===== src/rtl/r2w_pkg.sv =====
// ==========================================================================
// Shared constants and types of the two-wire target port
package r2w_pkg;

  // ==========================================================================
  // Addressing
  localparam logic [6:0] R2W_OWN_ADDR  = 7'h51;  // Target address 1010 001
  localparam int         R2W_RW_BIT    = 0;      // Read/write flag position
  localparam logic [3:0] R2W_PTR_MAX   = 4'hf;   // Highest register index
  localparam logic [3:0] R2W_PTR_RESET = 4'h0;   // Pointer after reset

  // ==========================================================================
  // Byte framing
  localparam logic [3:0] R2W_BYTE_BITS = 4'h8;   // Data bits per byte
  localparam logic [7:0] R2W_DATA_RESET = 8'h00; // Data registers at reset

  // ==========================================================================
  // Protocol states
  typedef enum logic [2:0] {
    ST_IDLE,    // Not addressed, lines released
    ST_RX,      // Shifting a byte in from the master
    ST_RX_ACK,  // Driving our acknowledge
    ST_TX,      // Shifting a byte out to the master
    ST_TX_ACK   // Sampling the master's acknowledge
  } r2w_state_t;

  // Which byte of a write frame is being received
  typedef enum logic [1:0] {
    PH_ADDR,    // Target address plus read/write flag
    PH_WORD,    // Register pointer
    PH_DATA     // Payload bytes
  } r2w_phase_t;

endpackage : r2w_pkg


===== src/rtl/r2w_target.sv =====
// Contract
// - One data bit per clock pulse
// - Transmitter changes data only while clock low
// - Receiver samples data while clock high
// - Idle bus: both lines released high
// - Data falling, clock high: start
// - Data rising, clock high: stop
// - Own address is 1010 001
// - Respond only on matching address
// - First byte: address bits 7..1, flag bit0
// - Unlimited bytes between start and stop
// - Ninth pulse: receiver pulls data low
// - Release data after acknowledge pulse
// - Master nack ends read; device releases
// - Device is target only, never clocks
// - Write: address, word address, data, stop
// - Store data at pointer, then increment
// - Random read via repeated start
// - Read address acked: device transmits
// - Pointer advances after each sent byte
// - Plain read starts at last plus one
// - Lines only pulled low or released

// ==========================================================================
// Two-wire target port of the clock module
module r2w_target import r2w_pkg::*; (
  // Clock and reset
  input  wire logic       ref_clk,
  input  wire logic       rst_b,
  // Serial clock pin, input only
  input  wire logic       scl_i,
  // Serial data pin, open drain
  input  wire logic       sda_i,
  output logic            sda_o,
  output logic            sda_oe,
  // Register file side
  output logic      [3:0] reg_addr,
  output logic      [7:0] reg_wdata,
  output logic            reg_we,
  output logic            reg_rd,
  input  wire logic [7:0] reg_rdata
);

  // ==========================================================================
  // State
  typedef struct packed {
    r2w_state_t state;    // Protocol state
    r2w_phase_t phase;    // Byte role inside a frame
    logic [3:0] bitcnt;   // Bits moved in current byte
    logic [7:0] shreg;    // Shift register
    logic [3:0] ptr;      // Register pointer
    logic [3:0] acc_addr; // Address shown to register file
    logic [7:0] wdata;    // Write data to register file
    logic       we;       // Write strobe
    logic       rd;       // Read strobe
    logic       rw;       // Frame direction flag
    logic       mack;     // Master acknowledge level
    logic       oe;       // Data pin pulled low
    logic       sda_drv;  // Data pin output level
    logic       scl_prev; // Clock level last cycle
    logic       sda_prev; // Data level last cycle
  } r2w_regs_t;

  // Reset image of the state
  localparam r2w_regs_t R2W_REGS_RESET = '{
    state:    ST_IDLE,
    phase:    PH_ADDR,
    bitcnt:   4'h0,
    shreg:    R2W_DATA_RESET,
    ptr:      R2W_PTR_RESET,
    acc_addr: R2W_PTR_RESET,
    wdata:    R2W_DATA_RESET,
    we:       1'b0,
    rd:       1'b0,
    rw:       1'b0,
    mack:     1'b1,
    oe:       1'b0,
    sda_drv:  1'b0,
    scl_prev: 1'b1,
    sda_prev: 1'b1
  };

  r2w_regs_t  q;       // Current state
  r2w_regs_t  next_q;  // Next state
  logic [1:0] pins;    // Filtered clock and data
  logic       scl;     // Filtered clock
  logic       sda;     // Filtered data
  logic       rise;    // Clock rising edge
  logic       fall;    // Clock falling edge
  logic       start;   // Start or repeated start
  logic       stop;    // Stop condition

  // Pointer increment with wrap
  function automatic logic [3:0] ptr_inc(input logic [3:0] p);
    ptr_inc = (p == R2W_PTR_MAX) ? R2W_PTR_RESET : p + 4'h1;
  endfunction

  // ==========================================================================
  // Pin sampling
  r2w_sync #(
    .WIDTH (2),
    .INIT  (2'h3)
  ) u_sync (
    .ref_clk  (ref_clk),
    .rst_b    (rst_b),
    .async_in ({scl_i, sda_i}),
    .level    (pins)
  );

  assign scl = pins[1];
  assign sda = pins[0];

  // Clock edges and bus conditions
  assign rise  = scl & ~q.scl_prev;
  assign fall  = ~scl & q.scl_prev;
  assign start = scl & q.scl_prev & q.sda_prev & ~sda;
  assign stop  = scl & q.scl_prev & ~q.sda_prev & sda;

  // ==========================================================================
  // Next state
  always_comb begin
    next_q          = q;
    next_q.we       = 1'b0;
    next_q.rd       = 1'b0;
    next_q.sda_drv  = 1'b0;  // Only ever pull low
    next_q.scl_prev = scl;
    next_q.sda_prev = sda;
    next_q.acc_addr = q.ptr; // Lags pointer by one cycle

    if (stop) begin
      // Stop ends any frame and frees the line
      next_q.state = ST_IDLE;
      next_q.oe    = 1'b0;
    end else if (start) begin
      // Start, also repeated start, expects an address
      next_q.state  = ST_RX;
      next_q.phase  = PH_ADDR;
      next_q.bitcnt = 4'h0;
      next_q.oe     = 1'b0;
    end else begin
      case (q.state)
        // Released, waiting for start
        ST_IDLE: begin
          next_q.oe = 1'b0;
        end

        // Receive a byte
        ST_RX: begin
          if (rise && q.bitcnt < R2W_BYTE_BITS) begin
            // One bit per pulse, sampled while high
            next_q.shreg  = {q.shreg[6:0], sda};
            next_q.bitcnt = q.bitcnt + 4'h1;
          end else if (fall && q.bitcnt == R2W_BYTE_BITS) begin
            next_q.bitcnt = 4'h0;
            case (q.phase)
              // Address byte
              PH_ADDR: begin
                if (q.shreg[7:1] == R2W_OWN_ADDR) begin
                  next_q.rw    = q.shreg[R2W_RW_BIT];
                  next_q.oe    = 1'b1;
                  next_q.state = ST_RX_ACK;
                end else begin
                  next_q.state = ST_IDLE;
                end
              end
              // Word address byte
              PH_WORD: begin
                next_q.ptr   = q.shreg[3:0];
                next_q.oe    = 1'b1;
                next_q.state = ST_RX_ACK;
              end
              // Data byte, stored then pointer steps
              default: begin
                next_q.wdata = q.shreg;
                next_q.we    = 1'b1;
                next_q.ptr   = ptr_inc(q.ptr);
                next_q.oe    = 1'b1;
                next_q.state = ST_RX_ACK;
              end
            endcase
          end
        end

        // Hold acknowledge through the ninth pulse
        ST_RX_ACK: begin
          if (fall) begin
            next_q.oe = 1'b0;
            if (q.phase == PH_ADDR && q.rw) begin
              // Become transmitter, first bit out
              next_q.shreg  = reg_rdata;
              next_q.rd     = 1'b1;
              next_q.oe     = ~reg_rdata[7];
              next_q.bitcnt = 4'h0;
              next_q.state  = ST_TX;
            end else begin
              // Next byte of a write frame
              next_q.phase  = (q.phase == PH_ADDR) ? PH_WORD : PH_DATA;
              next_q.bitcnt = 4'h0;
              next_q.state  = ST_RX;
            end
          end
        end

        // Shift a byte out, changing only after a fall
        ST_TX: begin
          if (fall) begin
            next_q.bitcnt = q.bitcnt + 4'h1;
            if (q.bitcnt + 4'h1 == R2W_BYTE_BITS) begin
              next_q.oe    = 1'b0;
              next_q.ptr   = ptr_inc(q.ptr);
              next_q.state = ST_TX_ACK;
            end else begin
              next_q.shreg = {q.shreg[6:0], 1'b0};
              next_q.oe    = ~q.shreg[6];
            end
          end
        end

        // Master acknowledge decides continuation
        ST_TX_ACK: begin
          if (rise) begin
            next_q.mack = sda;
          end else if (fall) begin
            if (!q.mack) begin
              // Low acknowledge: send next register
              next_q.shreg  = reg_rdata;
              next_q.rd     = 1'b1;
              next_q.oe     = ~reg_rdata[7];
              next_q.bitcnt = 4'h0;
              next_q.state  = ST_TX;
            end else begin
              // High acknowledge: stay off the line
              next_q.oe    = 1'b0;
              next_q.state = ST_IDLE;
            end
          end
        end

        default: begin
          next_q.state = ST_IDLE;
        end
      endcase
    end
  end

  // Register the state
  always_ff @(posedge ref_clk or negedge rst_b) begin
    if (!rst_b) begin
      q <= R2W_REGS_RESET;
    end else begin
      q <= next_q;
    end
  end

  // ==========================================================================
  // Outputs, all from flip-flops; no clock pin is driven
  assign sda_o     = q.sda_drv;
  assign sda_oe    = q.oe;
  assign reg_addr  = q.acc_addr;
  assign reg_wdata = q.wdata;
  assign reg_we    = q.we;
  assign reg_rd    = q.rd;
endmodule // r2w_target


===== src/rtl/r2w_sync.sv =====
// ==========================================================================
// Three-stage pin synchroniser with agreement filter
module r2w_sync import r2w_pkg::*; #(
  parameter int               WIDTH = 2,          // Number of pins
  parameter logic [WIDTH-1:0] INIT  = '1          // Level during reset
) (
  // Clock and reset
  input  wire logic             ref_clk,
  input  wire logic             rst_b,
  // Raw pins
  input  wire logic [WIDTH-1:0] async_in,
  // Filtered levels
  output logic      [WIDTH-1:0] level
);

  // All state of the synchroniser
  typedef struct packed {
    logic [WIDTH-1:0] s1;   // First stage, read only by s2
    logic [WIDTH-1:0] s2;   // Second stage
    logic [WIDTH-1:0] s3;   // Third stage
    logic [WIDTH-1:0] lvl;  // Accepted level
  } r2w_sync_t;

  r2w_sync_t q;     // Current state
  r2w_sync_t next_q; // Next state

  // ==========================================================================
  // Next state: a change counts once stages two and three agree
  always_comb begin
    next_q    = q;
    next_q.s1 = async_in;
    next_q.s2 = q.s1;
    next_q.s3 = q.s2;
    for (int i = 0; i < WIDTH; i++) begin
      // Accept only a settled value
      if (q.s2[i] == q.s3[i]) begin
        next_q.lvl[i] = q.s3[i];
      end
    end
  end

  // Register the state
  always_ff @(posedge ref_clk or negedge rst_b) begin
    if (!rst_b) begin
      q <= '{s1: INIT, s2: INIT, s3: INIT, lvl: INIT};
    end else begin
      q <= next_q;
    end
  end

  assign level = q.lvl;

endmodule // r2w_sync


===== config.mk =====
export PLATFORM = sky130hd
export DESIGN_NAME = r2w_target
export DESIGN_NICKNAME = d
export VERILOG_FILES = /design/src/rtl/r2w_pkg.sv /design/src/rtl/r2w_target.sv /design/src/rtl/r2w_sync.sv
export SDC_FILE = /design/constraint.sdc
export NUM_CORES = 1
export LEC_CHECK = 0
export BUFFER_PORTS_ARGS = -buffer_cell sky130_fd_sc_hd__buf_4
export CAP_MARGIN = 30
export CORE_MARGIN = 1
export CORE_UTILIZATION = 49
export CTS_CLUSTER_DIAMETER = 30
export CTS_CLUSTER_SIZE = 24
export DETAILED_ROUTE_END_ITERATION = 8
export PLACE_DENSITY = 0.75
export SETUP_SLACK_MARGIN = 0.5
export SKIP_CTS_REPAIR_TIMING = 1
export SYNTH_ARGS = -nofsm -noshare
export SYNTH_HDL_FRONTEND = slang
export SYNTH_SLANG_ARGS = --single-unit

===== constraint.sdc =====
create_clock -name ref_clk -period 4.5 [get_ports ref_clk]
set_input_delay 0.675 -clock ref_clk [delete_from_list [all_inputs] [get_ports ref_clk]]
set_output_delay 0.675 -clock ref_clk [all_outputs]
set_load 0.005 [all_outputs]

# After elaboration in Yosys (flattened, before gate mapping)
# Index checks and enable logic that the tools add are counted.
[op_classes]
addsub = 2
order_cmp = 1
eq_ne = 39
n_mux = 66
bitwise = 17
n_reduce_logical = 21
[op_table]
columns = ["cell", "count"]
rows = [
  ["$pmux W12 S4", 1],
  ["$mux W12", 3],
  ["$mux W4", 8],
  ["$ne A4 B4 Y1 const B", 8],
  ["$reduce_and A8 Y1", 4],
  ["$mux W1", 29],
  ["$ne A2 B2 Y1 const B", 13],
  ["$mux W8", 3],
  ["$mux W3", 7],
  ["$ne A3 B3 Y1 const B", 6],
  ["$mux W17", 1],
  ["$mux W16", 1],
  ["$pmux W4 S2", 2],
  ["$pmux W3 S5", 1],
  ["$mux W2", 7],
  ["$eq A4 B4 Y1 const B", 3],
  ["$reduce_and A11 Y1", 1],
  ["$not A1 Y1", 10],
  ["$mux W9", 1],
  ["$add A4 B1 Y4 const B", 2],
  ["$reduce_and A4 Y1", 2],
  ["$and A1 B1 Y1", 7],
  ["$eq A7 B7 Y1 const B", 1],
  ["$reduce_and A7 Y1", 1],
  ["18 further kinds", 24],
]
[totals]
reg_bits = 48
input_bits = 12
output_inout_bits = 16
wordCells = 165

# Depth between registers and ports, before layout
# Gate-level depths: netlist of run 1.
[depth]
depth_word = 8
ltp_mapped = 8
ltp_nobuf = 6

# Modules after synthesis
# A second synthesis of run 1 with hierarchy kept.
[unflattened]
hier_cells = 244
area_unflattened_um2 = 2656.3
[modules_own_cells]
columns = ["module", "n_inst", "cells_each", "area_each_um2", "seq_area_each_um2"]
rows = [
  ["r2w_target", 1, 232, 2408.6, 1004.7],
  ["r2w_sync", 1, 12, 247.7, 210.2],
]

# Least setup slack after synthesis of run 1
# OpenSTA, ideal clock, no wires.
[synth_timing]
kind = "reg-to-reg"
startpoint = "register u_sync.q (netlist bit u_sync.level[1])"
endpoint = "register q[24] in the netlist's numbering"
setup_time_ps = 125
arrival_ps = 2220
required_ps = 4375
slack_ps = 2155
stages_incl_launch_ff = 8
path_buffers = 2
synth_period_minus_slack_ps = 2345
path_cell_list = "dfstp_2 > buf_4 > nor3b_4 > nor3_2 > or4_1 > a311o_1 > buf_6 > mux2_4"
[synth_via]
elab_chain_len = 5
elab_cells_between_ends = 17
classes_between = "eq/ne: 5; bitwise: 10; reduce/logical: 2"
[synth_rtl]
columns = ["item", "line", "source"]
rows = [
  ["from (decl)", "r2w_sync.sv:24", "r2w_sync_t q;"],
  ["from (signal assigned)", "r2w_sync.sv:45", "q <= '{s1: INIT, s2: INIT, s3: INIT, lvl: INIT};"],
  ["from (signal assigned)", "r2w_sync.sv:47", "q <= next_q;"],
  ["$and A1 B1 Y1", "r2w_target.sv:116, r2w_target.sv:117", ""],
  ["$and A1 B1 Y1 (on tied branches) (2 in a row)", "r2w_target.sv:116, r2w_target.sv:117", ""],
  ["$not A1 Y1 (no line)", "--", ""],
  ["$reduce_and A11 Y1 (no line) *", "--", ""],
  ["to (signal assigned)", "r2w_target.sv:251", "q <= next_q;"],
  ["to (decl)", "r2w_target.sv:83", "r2w_regs_t q;"],
]
# Every way passes the cells marked *; elsewhere a longest branch is shown, timed or not.
# A chain may end at the register's enable or synchronous reset.

# Worst setup path after layout of run 1
[layout_timing]
startpoint = "register q[39] in the netlist's numbering"
endpoint = "register q[31] in the netlist's numbering"
[layout_via]
elab_chain_len = 3
elab_cells_between_ends = 15
classes_between = "eq/ne: 12; mux: 1; reduce/logical: 2"
[layout_rtl]
columns = ["item", "line", "source"]
rows = [
  ["$eq A3 B3 Y1 (tied with other cells)", "r2w_target.sv:141", "case (q.state)"],
  ["$reduce_bool A4 Y1 (no line) or $ne A2 B2 Y1 (tied branches)", "--", ""],
  ["$reduce_and A11 Y1 (no line)", "--", ""],
]
# Parallel ways exist; a longest one is shown, timed or not.

==> impl_metrics.toml, run 1 <==
[status]
status = "completed"

[place]
numPortBuffers = 26
dp_hpwl_um = 3520
dp_slack_ps = 1920
routabilityCongestion = 0.937
dp_cells = 309
dpl_cell_area_um2 = 2740

[final_layout]
syn_to_final_growth_pct = 7.90
insertedDiodeCount = 0
post-route-cell-area_um2 = 2840
register_area_um2 = 1210
nets = 261
final.fill_count = 475
layout.cells.non_filler = 317
multi_input_area_um2 = 1210
drive_gt1_frac = 0.336

[synth]
seq_area_frac_synth = 0.462
synth-async-reset-ratio = 1.00
synth.distinct_cells = 62
synth-edff-count = 0
avgSynthCellArea_um2 = 11.0
synth_seq_cells = 48
yosysWarnings = 0
syn_nets = 253
ys.flop_type = "dfrtp_1"
synth_cells = 238
netlist_area_um2 = 2630

[critical_path]
crit_start = "q[39]"
cpMaxStageDelayCell = "or3b_2"
r2r_cells = 5
crit_path_end = "q[31]"
cp_cell_sequence = "or3b_2 > nor3_1 > or4_1 > a311o_1 > mux2_4"
worst_ep_required_time_ps = 4690
slowest_delay_ps = 620
r2r-start = "q[39]"
r2r_end = "q[31]"
rrSetupSlack_ps = 1890
cp.arrival_ps = 2790
cp_max_fo = 19
crit_path_start_kind = "register"
path_class = "reg2reg"
end_kind = "register"

[sta]
timing.hold.ws_ps = 360
skew_ps = 5.75
slew_violations = 0
slew_headroom = 0.499
rsz0062_at_grt = "no"
tightest_slew_ps = 752
setup_ws_ps = 1890
timing.setup.tns_ps = 0
timing.fmax_ghz = 0.384
period_needed_ps = 2610
hold_viol_final = 0
setup_violations = 0
fin_crit_sh = 0.579

[clocking]
clk_latency_ps = 300
cts_tree = "built"
cts.path.max_buffers = 2
root_buffer = "clkbuf_8"
h-tree-depth = 2
cts_buffers = 5
clkSinkCount = 48
path_clk_slew_ps = 80

[floorplan]
ios = 28
coreArea_um2 = 5140
die_w_um = 75.2
rows = 26
initial_core_util = 0.511
die_h_um = 75.2
dieArea_um2 = 5660

[min_path]
hold_path_class = "reg2reg"

[grt]
grt_pass1_vias = 1817
grt_usage = 0.206
antenna_found_initial = 0
grt_overflow_total = 0
grt_pass1_wl_um = 8580
grt_max_degree = 49

[run]
maxCapViolCount = 0

[drt]
wl_per_cell_um = 15.9
viasPerCell = 5.75
finalWirelength_um = 5040
vias = 1822
drt_iter0_markers = 144
drc = 0
ant_nets = 0
firstDrtPassIters = 4

[power_and_ir_drop]
powerDensity_nw_per_um2 = 504
leakagePower_uw = 0.00130
ir_worst_vdd_mv = 0.257
==> per-stage QoR <==
| stage | util | power [uW] |
|---|---|---|
| after detailed placement | 0.533 | 1160 |
| after global routing | 0.552 | 1520 |
| after floorplan | - | 1060 |
| after CTS | 0.552 | 1430 |
| final | 0.552 | 1430 |
| after global placement | 0.533 | 1160 |
==> power breakdown <==
| group | switching, uW | internal (uW) | total (uW) |
|---|---|---|---|
| logic | 248 | 286 | 534 |
| registers | 119 | 509 | 628 |
| clock network | 141 | 125 | 266 |
==> final cells by class <==
cell class | instances | share of cell area
Clock inverter | 1 | 0.00265
Tap cell | 70 | 0.0309
Inverter | 9 | 0.0119
Sequential cell | 48 | 0.429
Clock buffer | 7 | 0.0305
Timing Repair Buffer | 26 | 0.0688
Multi-Input combinational cell | 156 | 0.427
==> registers in the layout, summed over array words and instances, names as in the netlist <==
register and cells:
sda_oe 1, next_q 4, reg_addr 4, u_sync.next_q 4
reg_we 1, reg_wdata 8, q 21, reg_rd 1
u_sync.level 2, u_sync.q 2
==> metal layers <==
layer | GRT usage | vias up | share of wire
li1 | - | 862 | -
met1 | 0.281 | 902 | 0.49
met2 | 0.320 | 48 | 0.45
met3 | 0.0469 | 10 | 0.041
met4 | 0.0802 | 0 | 0.017
met5 | 0 | - | 0
==> worst max-delay path, delay by kind of cell (launching register included) <==
kind / cells / cell delay [ps]
simple gates: 3 / 1070
flops: 1 / 600
compound gates: 1 / 470
mux: 1 / 350
==> cell usage in the layout, fill, tap and decap left out, types with 2 or more instances in the layout <==
cell type	Yosys	layout
a21oi_1	11	11
a211oi_1	4	4
and3_1	2	2
dfrtp_1	37	37
nand3_1	7	7
inv_1	9	9
or2_2	3	3
maj3_1	2	2
a31oi_1	4	4
clkbuf_8	0	6
nor2_1	15	15
nor2b_1	5	5
mux2_4	8	8
nor3_1	5	5
and2_1	2	2
nand3b_1	4	4
nand4b_1	3	3
dfstp_2	11	11
a211o_1	2	2
nand2_1	8	8
mux2i_1	3	3
or3_1	2	2
ha_1	3	3
nand2b_1	5	5
a32oi_1	2	2
buf_4	15	26
or4_1	2	2
mux2_2	21	21
o21ai_0	3	3
o2bb2ai_1	2	2
==> kinds of logic after synthesis <==
family	share of synthesized area
AOI/OAI and AO/OA	0.122
xor gates and xnor gates	0.00333
adders and majority gates	0.0219
buffers and inverters	0.0771
DFF	0.462
muxes	0.147
other	0.00143
and+or+nand+nor	0.165
==> synth_stat cells, drive strengths merged, types with 4 or more instances <==
master | n | area share
nor2b | 5 | 0.012
nand2 | 8 | 0.011
dfstp | 11 | 0.11
nand3b | 4 | 0.011
dfrtp | 37 | 0.35
nor2 | 15 | 0.021
clkbuf | 6 | 0.0095
nand3 | 7 | 0.013
nand2b | 5 | 0.012
a21oi | 11 | 0.021
inv | 9 | 0.013
a31oi | 4 | 0.0095
buf | 19 | 0.055
mux2 | 29 | 0.14
nor3 | 6 | 0.013
a211oi | 4 | 0.011
==> worst min path at each step <==
stage,end,depth (start not counted),startpoint
after floorplan,u_sync.next_q[2],0,u_sync.next_q[4]
after detailed placement,u_sync.next_q[3],0,u_sync.next_q[5]
after CTS,u_sync.next_q[3],0,u_sync.next_q[5]
after global routing,u_sync.next_q[3],0,u_sync.next_q[5]
final,u_sync.next_q[3],0,u_sync.next_q[5]
after global placement,u_sync.next_q[3],0,u_sync.next_q[5]
(Power assumes the default switching activity.)
==> run 2, diff against run 1 <==
ABC_AREA = 1   (was default)
PLACE_DENSITY = 0.78   (was 0.75)
clock period = 2.3 ns   (was 4.5 ns; I/O delays follow)
==> impl_metrics.toml, run 2 <==
[status]
status = "completed"

[sta]
tightest_slew_ps = 586
slew_violations = 0
skew_ps = 4.09
setup_violations = 0
timing.setup.tns_ps = 0
period_needed_ps = 1740
fin_crit_sh = 0.755
slew_headroom = 0.609
rsz0062_at_grt = "yes"
hold_viol_final = 0
setup_ws_ps = 563
timing.fmax_ghz = 0.576

[synth]
synth_seq_cells = 48
syn_nets = 340
synthDominantCellAreaShare = 0.365
synthTopCellsByCount = "111 x nand2_1, 37 x dfrtp_1, 35 x nand3_1, 28 x inv_1, 23 x nor2_1"
seq_area_frac_synth = 0.479
synth.area.top_cells = "dfrtp_1 37%, nand2_1 16%, dfstp_2 11%"
synth-async-reset-ratio = 1.00
synth.distinct_cells = 29
synth_cells = 325
netlist_area_um2 = 2540
synth_most_common_cell = "nand2_1"
synth-edff-count = 0
yosysWarnings = 0
avgSynthCellArea_um2 = 7.80
synth_top_area_cell = "dfrtp_1"
ys.flop_type = "dfrtp_1"

[power_and_ir_drop]
total_power_uw = 2150
leakagePower_uw = 0.00152
ir_worst_vdd_mv = 0.515
powerDensity_nw_per_um2 = 746

[final_layout]
fin_util = 0.594
insertedDiodeCount = 0
nets = 363
multi_input_area_um2 = 1140
layout_commonest_cell = "nand2_1"
top_register = "q"
final.fill_count = 437
largest_register_ffs = 21
syn_to_final_growth_pct = 13.6
register_area_um2 = 1210
layout_common_cells = "107 x nand2_1, 37 x dfrtp_1, 33 x nand3_1, 33 x buf_4, 27 x inv_1"
drive_gt1_frac = 0.209

[critical_path]
cp_max_fo = 6
path_class = "reg2reg"
r2r-start = "q[40]"
worst_ep_required_time_ps = 2500
end_kind = "register"
r2r_end = "q[27]"
rrSetupSlack_ps = 560
r2r_cells = 7
cp.arrival_ps = 1940
crit_path_start_kind = "register"
crit_path_end = "q[27]"
crit_start = "q[40]"

[clocking]
cts_buffers = 5
cts_tree = "built"
h-tree-depth = 2
clkSinkCount = 48
root_buffer = "clkbuf_8"
path_clk_slew_ps = 90
cts.path.max_buffers = 2
clk_latency_ps = 300

[place]
dp_hpwl_um = 4070
dp_slack_ps = 489
numPortBuffers = 26
routabilityCongestion = 0.959

[floorplan]
die_h_um = 73.9
rows = 25
initial_core_util = 0.523
dieArea_um2 = 5470
coreArea_um2 = 4850
ios = 28
die_w_um = 73.9

[drt]
wl_per_cell_um = 13.2
drt_iter0_markers = 139
vias = 2157
route.met2.wl_um = 2660
drc = 0
met1_length_um = 2440
highest_layer = "met4"
firstDrtPassIters = 4
wl_met3_um = 291
ant_nets = 0
finalWirelength_um = 5500
viasPerCell = 5.19

[grt]
grt_usage = 0.222
grt_pass1_vias = 1971
grt_overflow_total = 0
grt_max_degree = 49
grt_pass1_wl_um = 9080
antenna_found_initial = 0

[min_path]
hold_path_class = "in2async"

[run]
maxCapViolCount = 0
run 2: cell types whose count changed after synthesis, sizes merged, moves of 5 or more:
cell / before / now
a21oi: 11 / 4
clkbuf: 6 / 0
inv: 9 / 30
mux2: 29 / 0
nand2: 8 / 113
nand2b: 5 / 0
nand3: 7 / 37
nand4: 1 / 13
nor2: 15 / 27
nor2b: 5 / 0
o21ai: 3 / 20
run 2: worst max-delay path, stage by stage, from the launching register on:
cell     delay, ps
dfrtp_1        460
inv_2          110
nand3_1        250
o21ai_0        410
nor2_4         110
buf_4          160
nand4_1         70
nand2_1         60
run 2: layout make-up:
type,count,share of cell area
repair buffers,33,0.0860
flip-flops and latches,48,0.422
well taps,67,0.0291
inverters,30,0.0391
clock buffers,5,0.0239
clock inverters,3,0.00608
multi-input cells,230,0.394
run 2: cells by family (layout without fill, tap and decap cells):
| family | after synthesis | in the layout | synth area share |
|---|---|---|---|
| AND/OR/NAND/NOR | 196 | 196 | 0.347 |
| flip-flops | 48 | 48 | 0.479 |
| buffers and inverters | 47 | 71 | 0.0918 |
| AO/OA/AOI/OAI | 27 | 27 | 0.0548 |
| adder cells (fa/ha/maj) | 5 | 5 | 0.0227 |
| other | 1 | 1 | 0.00148 |
| XOR/XNOR | 1 | 1 | 0.00345 |
run 2: worst min path at each step:
| stage | from | end | slack (ps) | cells past startpoint |
|---|---|---|---|---|
| after floorplan | rst_b | next_q[16] | 50 | 0 |
| after global placement | u_sync.next_q[4] | u_sync.next_q[2] | 350 | 0 |
| after detailed placement | u_sync.next_q[4] | u_sync.next_q[2] | 350 | 0 |
| after CTS | rst_b | reg_rd | 50 | 1 |
| after global routing | rst_b | reg_addr[0] | 80 | 1 |
| final | rst_b | reg_addr[3] | 40 | 1 |
run 2: power by group:
group	internal, uW	total, uW	switching [uW]
sequential	968	1090	124
clock	212	495	282
combinational	198	563	365
total	1380	2150	772
run 2: per-layer routing:
layer | global-route usage | vias to the layer above
li1 | - | 1082
met1 | 0.296 | 1003
met2 | 0.355 | 64
met3 | 0.0501 | 8
met4 | 0.0876 | 0
met5 | 0 | -
run 2: per-stage QoR:
step / hold WS [ps] / std cells / area (um^2)
final: 38.0 / 416 / 2880
after global routing: 79.5 / 416 / 2880
after CTS: 54.8 / 411 / 2800
after detailed placement: 347 / 403 / 2710
after global placement: 345 / 403 / 2710
after floorplan: 49.4 / 325 / 2540
==> run 3, diff against run 2 <==
clock period = 1.4 ns   (was 2.3 ns; I/O delays follow)
==> impl_metrics.toml, run 3 (synthesis gave the netlist of run 2 again) <==
[power_and_ir_drop]
ir_worst_vdd_mv = 1.02
powerDensity_nw_per_um2 = 1190
leakagePower_uw = 0.00190

[final_layout]
multi_input_area_um2 = 1370
top_register = "q"
post-route-cell-area_um2 = 3760
drive_gt1_frac = 0.436
fin_util = 0.776
nets = 427
syn_to_final_growth_pct = 48.3
layout_commonest_cell = "nand2_1"
largest_register_ffs = 21
insertedDiodeCount = 0
layout_common_cells = "93 x nand2_1, 66 x buf_4, 34 x dfrtp_1"
final.fill_count = 294
register_area_um2 = 1220

[critical_path]
crit_path_start_kind = "register"
end_kind = "register"
path_class = "reg2reg"
worst_ep_required_time_ps = 1600
cp.arrival_ps = 1890
cp_max_fo = 8

[grt]
antenna_found_initial = 0
grt_overflow_total = 0
grt_pass1_wl_um = 9530
grt_usage = 0.229
grt_pass1_vias = 2172
grt_max_degree = 49

[sta]
hold_viol_final = 37
timing.hold.ws_ps = -107
slew_violations = 0
skew_ps = 8.81
period_needed_ps = 1690
fin_crit_sh = 1.21
timing.setup.tns_ps = -5790
rsz0062_at_grt = "yes"
tightest_slew_ps = 582
setup_ws_ps = -289
setup_violations = 32
timing.fmax_ghz = 0.592
slew_headroom = 0.612

[place]
routabilityCongestion = 0.900
dp_hpwl_um = 4510
dp_slack_ps = -235
numPortBuffers = 26
dpl_cell_area_um2 = 3130

[drt]
met1_length_um = 2890
drt_iter0_markers = 246
vias = 2666
route.met2.wl_um = 3940
wl_per_cell_um = 15.6
finalWirelength_um = 7470
drc = 0
ant_nets = 0
firstDrtPassIters = 5
wl_met3_um = 378
viasPerCell = 5.55
highest_layer = "met4"

[clocking]
h-tree-depth = 2
cts_buffers = 5
cts_tree = "built"
clkSinkCount = 48
root_buffer = "clkbuf_8"
path_clk_slew_ps = 90
cts.path.max_buffers = 2
clk_latency_ps = 300

[floorplan]
dieArea_um2 = 5470
die_h_um = 73.9
ios = 28
coreArea_um2 = 4850
initial_core_util = 0.523
die_w_um = 73.9
rows = 25

[run]
maxCapViolCount = 0

[status]
violations = "negative hold slack, negative setup slack"
status = "finished with violations"

[min_path]
hold_path_class = "in2async"
run 3: cell types whose count changed in the layout (fill, tap and decap cells not counted), sizes merged:
cell | before | now
buf | 33 | 94
bufinv | 0 | 2
clkinv | 2 | 0
nand3 | 37 | 38
dlygate4sd3 | 0 | 2
run 3: stage by stage:
stage / cells / total power, uW
2_1_floorplan: 325 / 2420
3_3_place_gp: 454 / 2910
3_5_place_dp: 454 / 2950
4_1_cts: 462 / 4140
5_1_grt: 480 / 4680
6_report: 480 / 4470
run 3: worst max-delay path: stages (launching register included):
cell	delay [ps]
dfstp_2	620
buf_6	130
nor2_4	40
nand2_1	150
nand3_2	120
nor2_4	180
nand3_4	160
nand2_2	120
nand2_2	50
run 3: metal layers:
layer	global-route usage	vias up
li1	-	1219
met5	0	-
met4	0.0620	0
met3	0.0379	34
met2	0.397	131
met1	0.298	1282
run 3: power breakdown:
group          switching (uW)  internal, uW  leakage, uW
Sequential                219          1590     0.000610
Clock                     485           719    0.0000687
Combinational             861           589      0.00122
run 3: final cells by class:
class / instances / area share
multi-input cells: 231 / 0.363
flip-flops and latches: 48 / 0.324
repair buffers: 96 / 0.223
inverters: 30 / 0.0313
well taps: 67 / 0.0223
clock buffers: 5 / 0.0183
clock inverters: 3 / 0.0183
run 3: final timing paths:
check / startpoint / end / slack [ps] / cells after the start
min in group ref_clk: reg_rdata[2] / q[26] / 310 / 5
max reg2reg: q[1] / q[24] / -290 / 8
max: q[1] / q[24] / -290 / 8
max in group asynchronous: rst_b / q[38] / 1070 / 1
min: rst_b / q[34] / -110 / 1
min reg2reg: u_sync.next_q[5] / u_sync.next_q[3] / 360 / 0
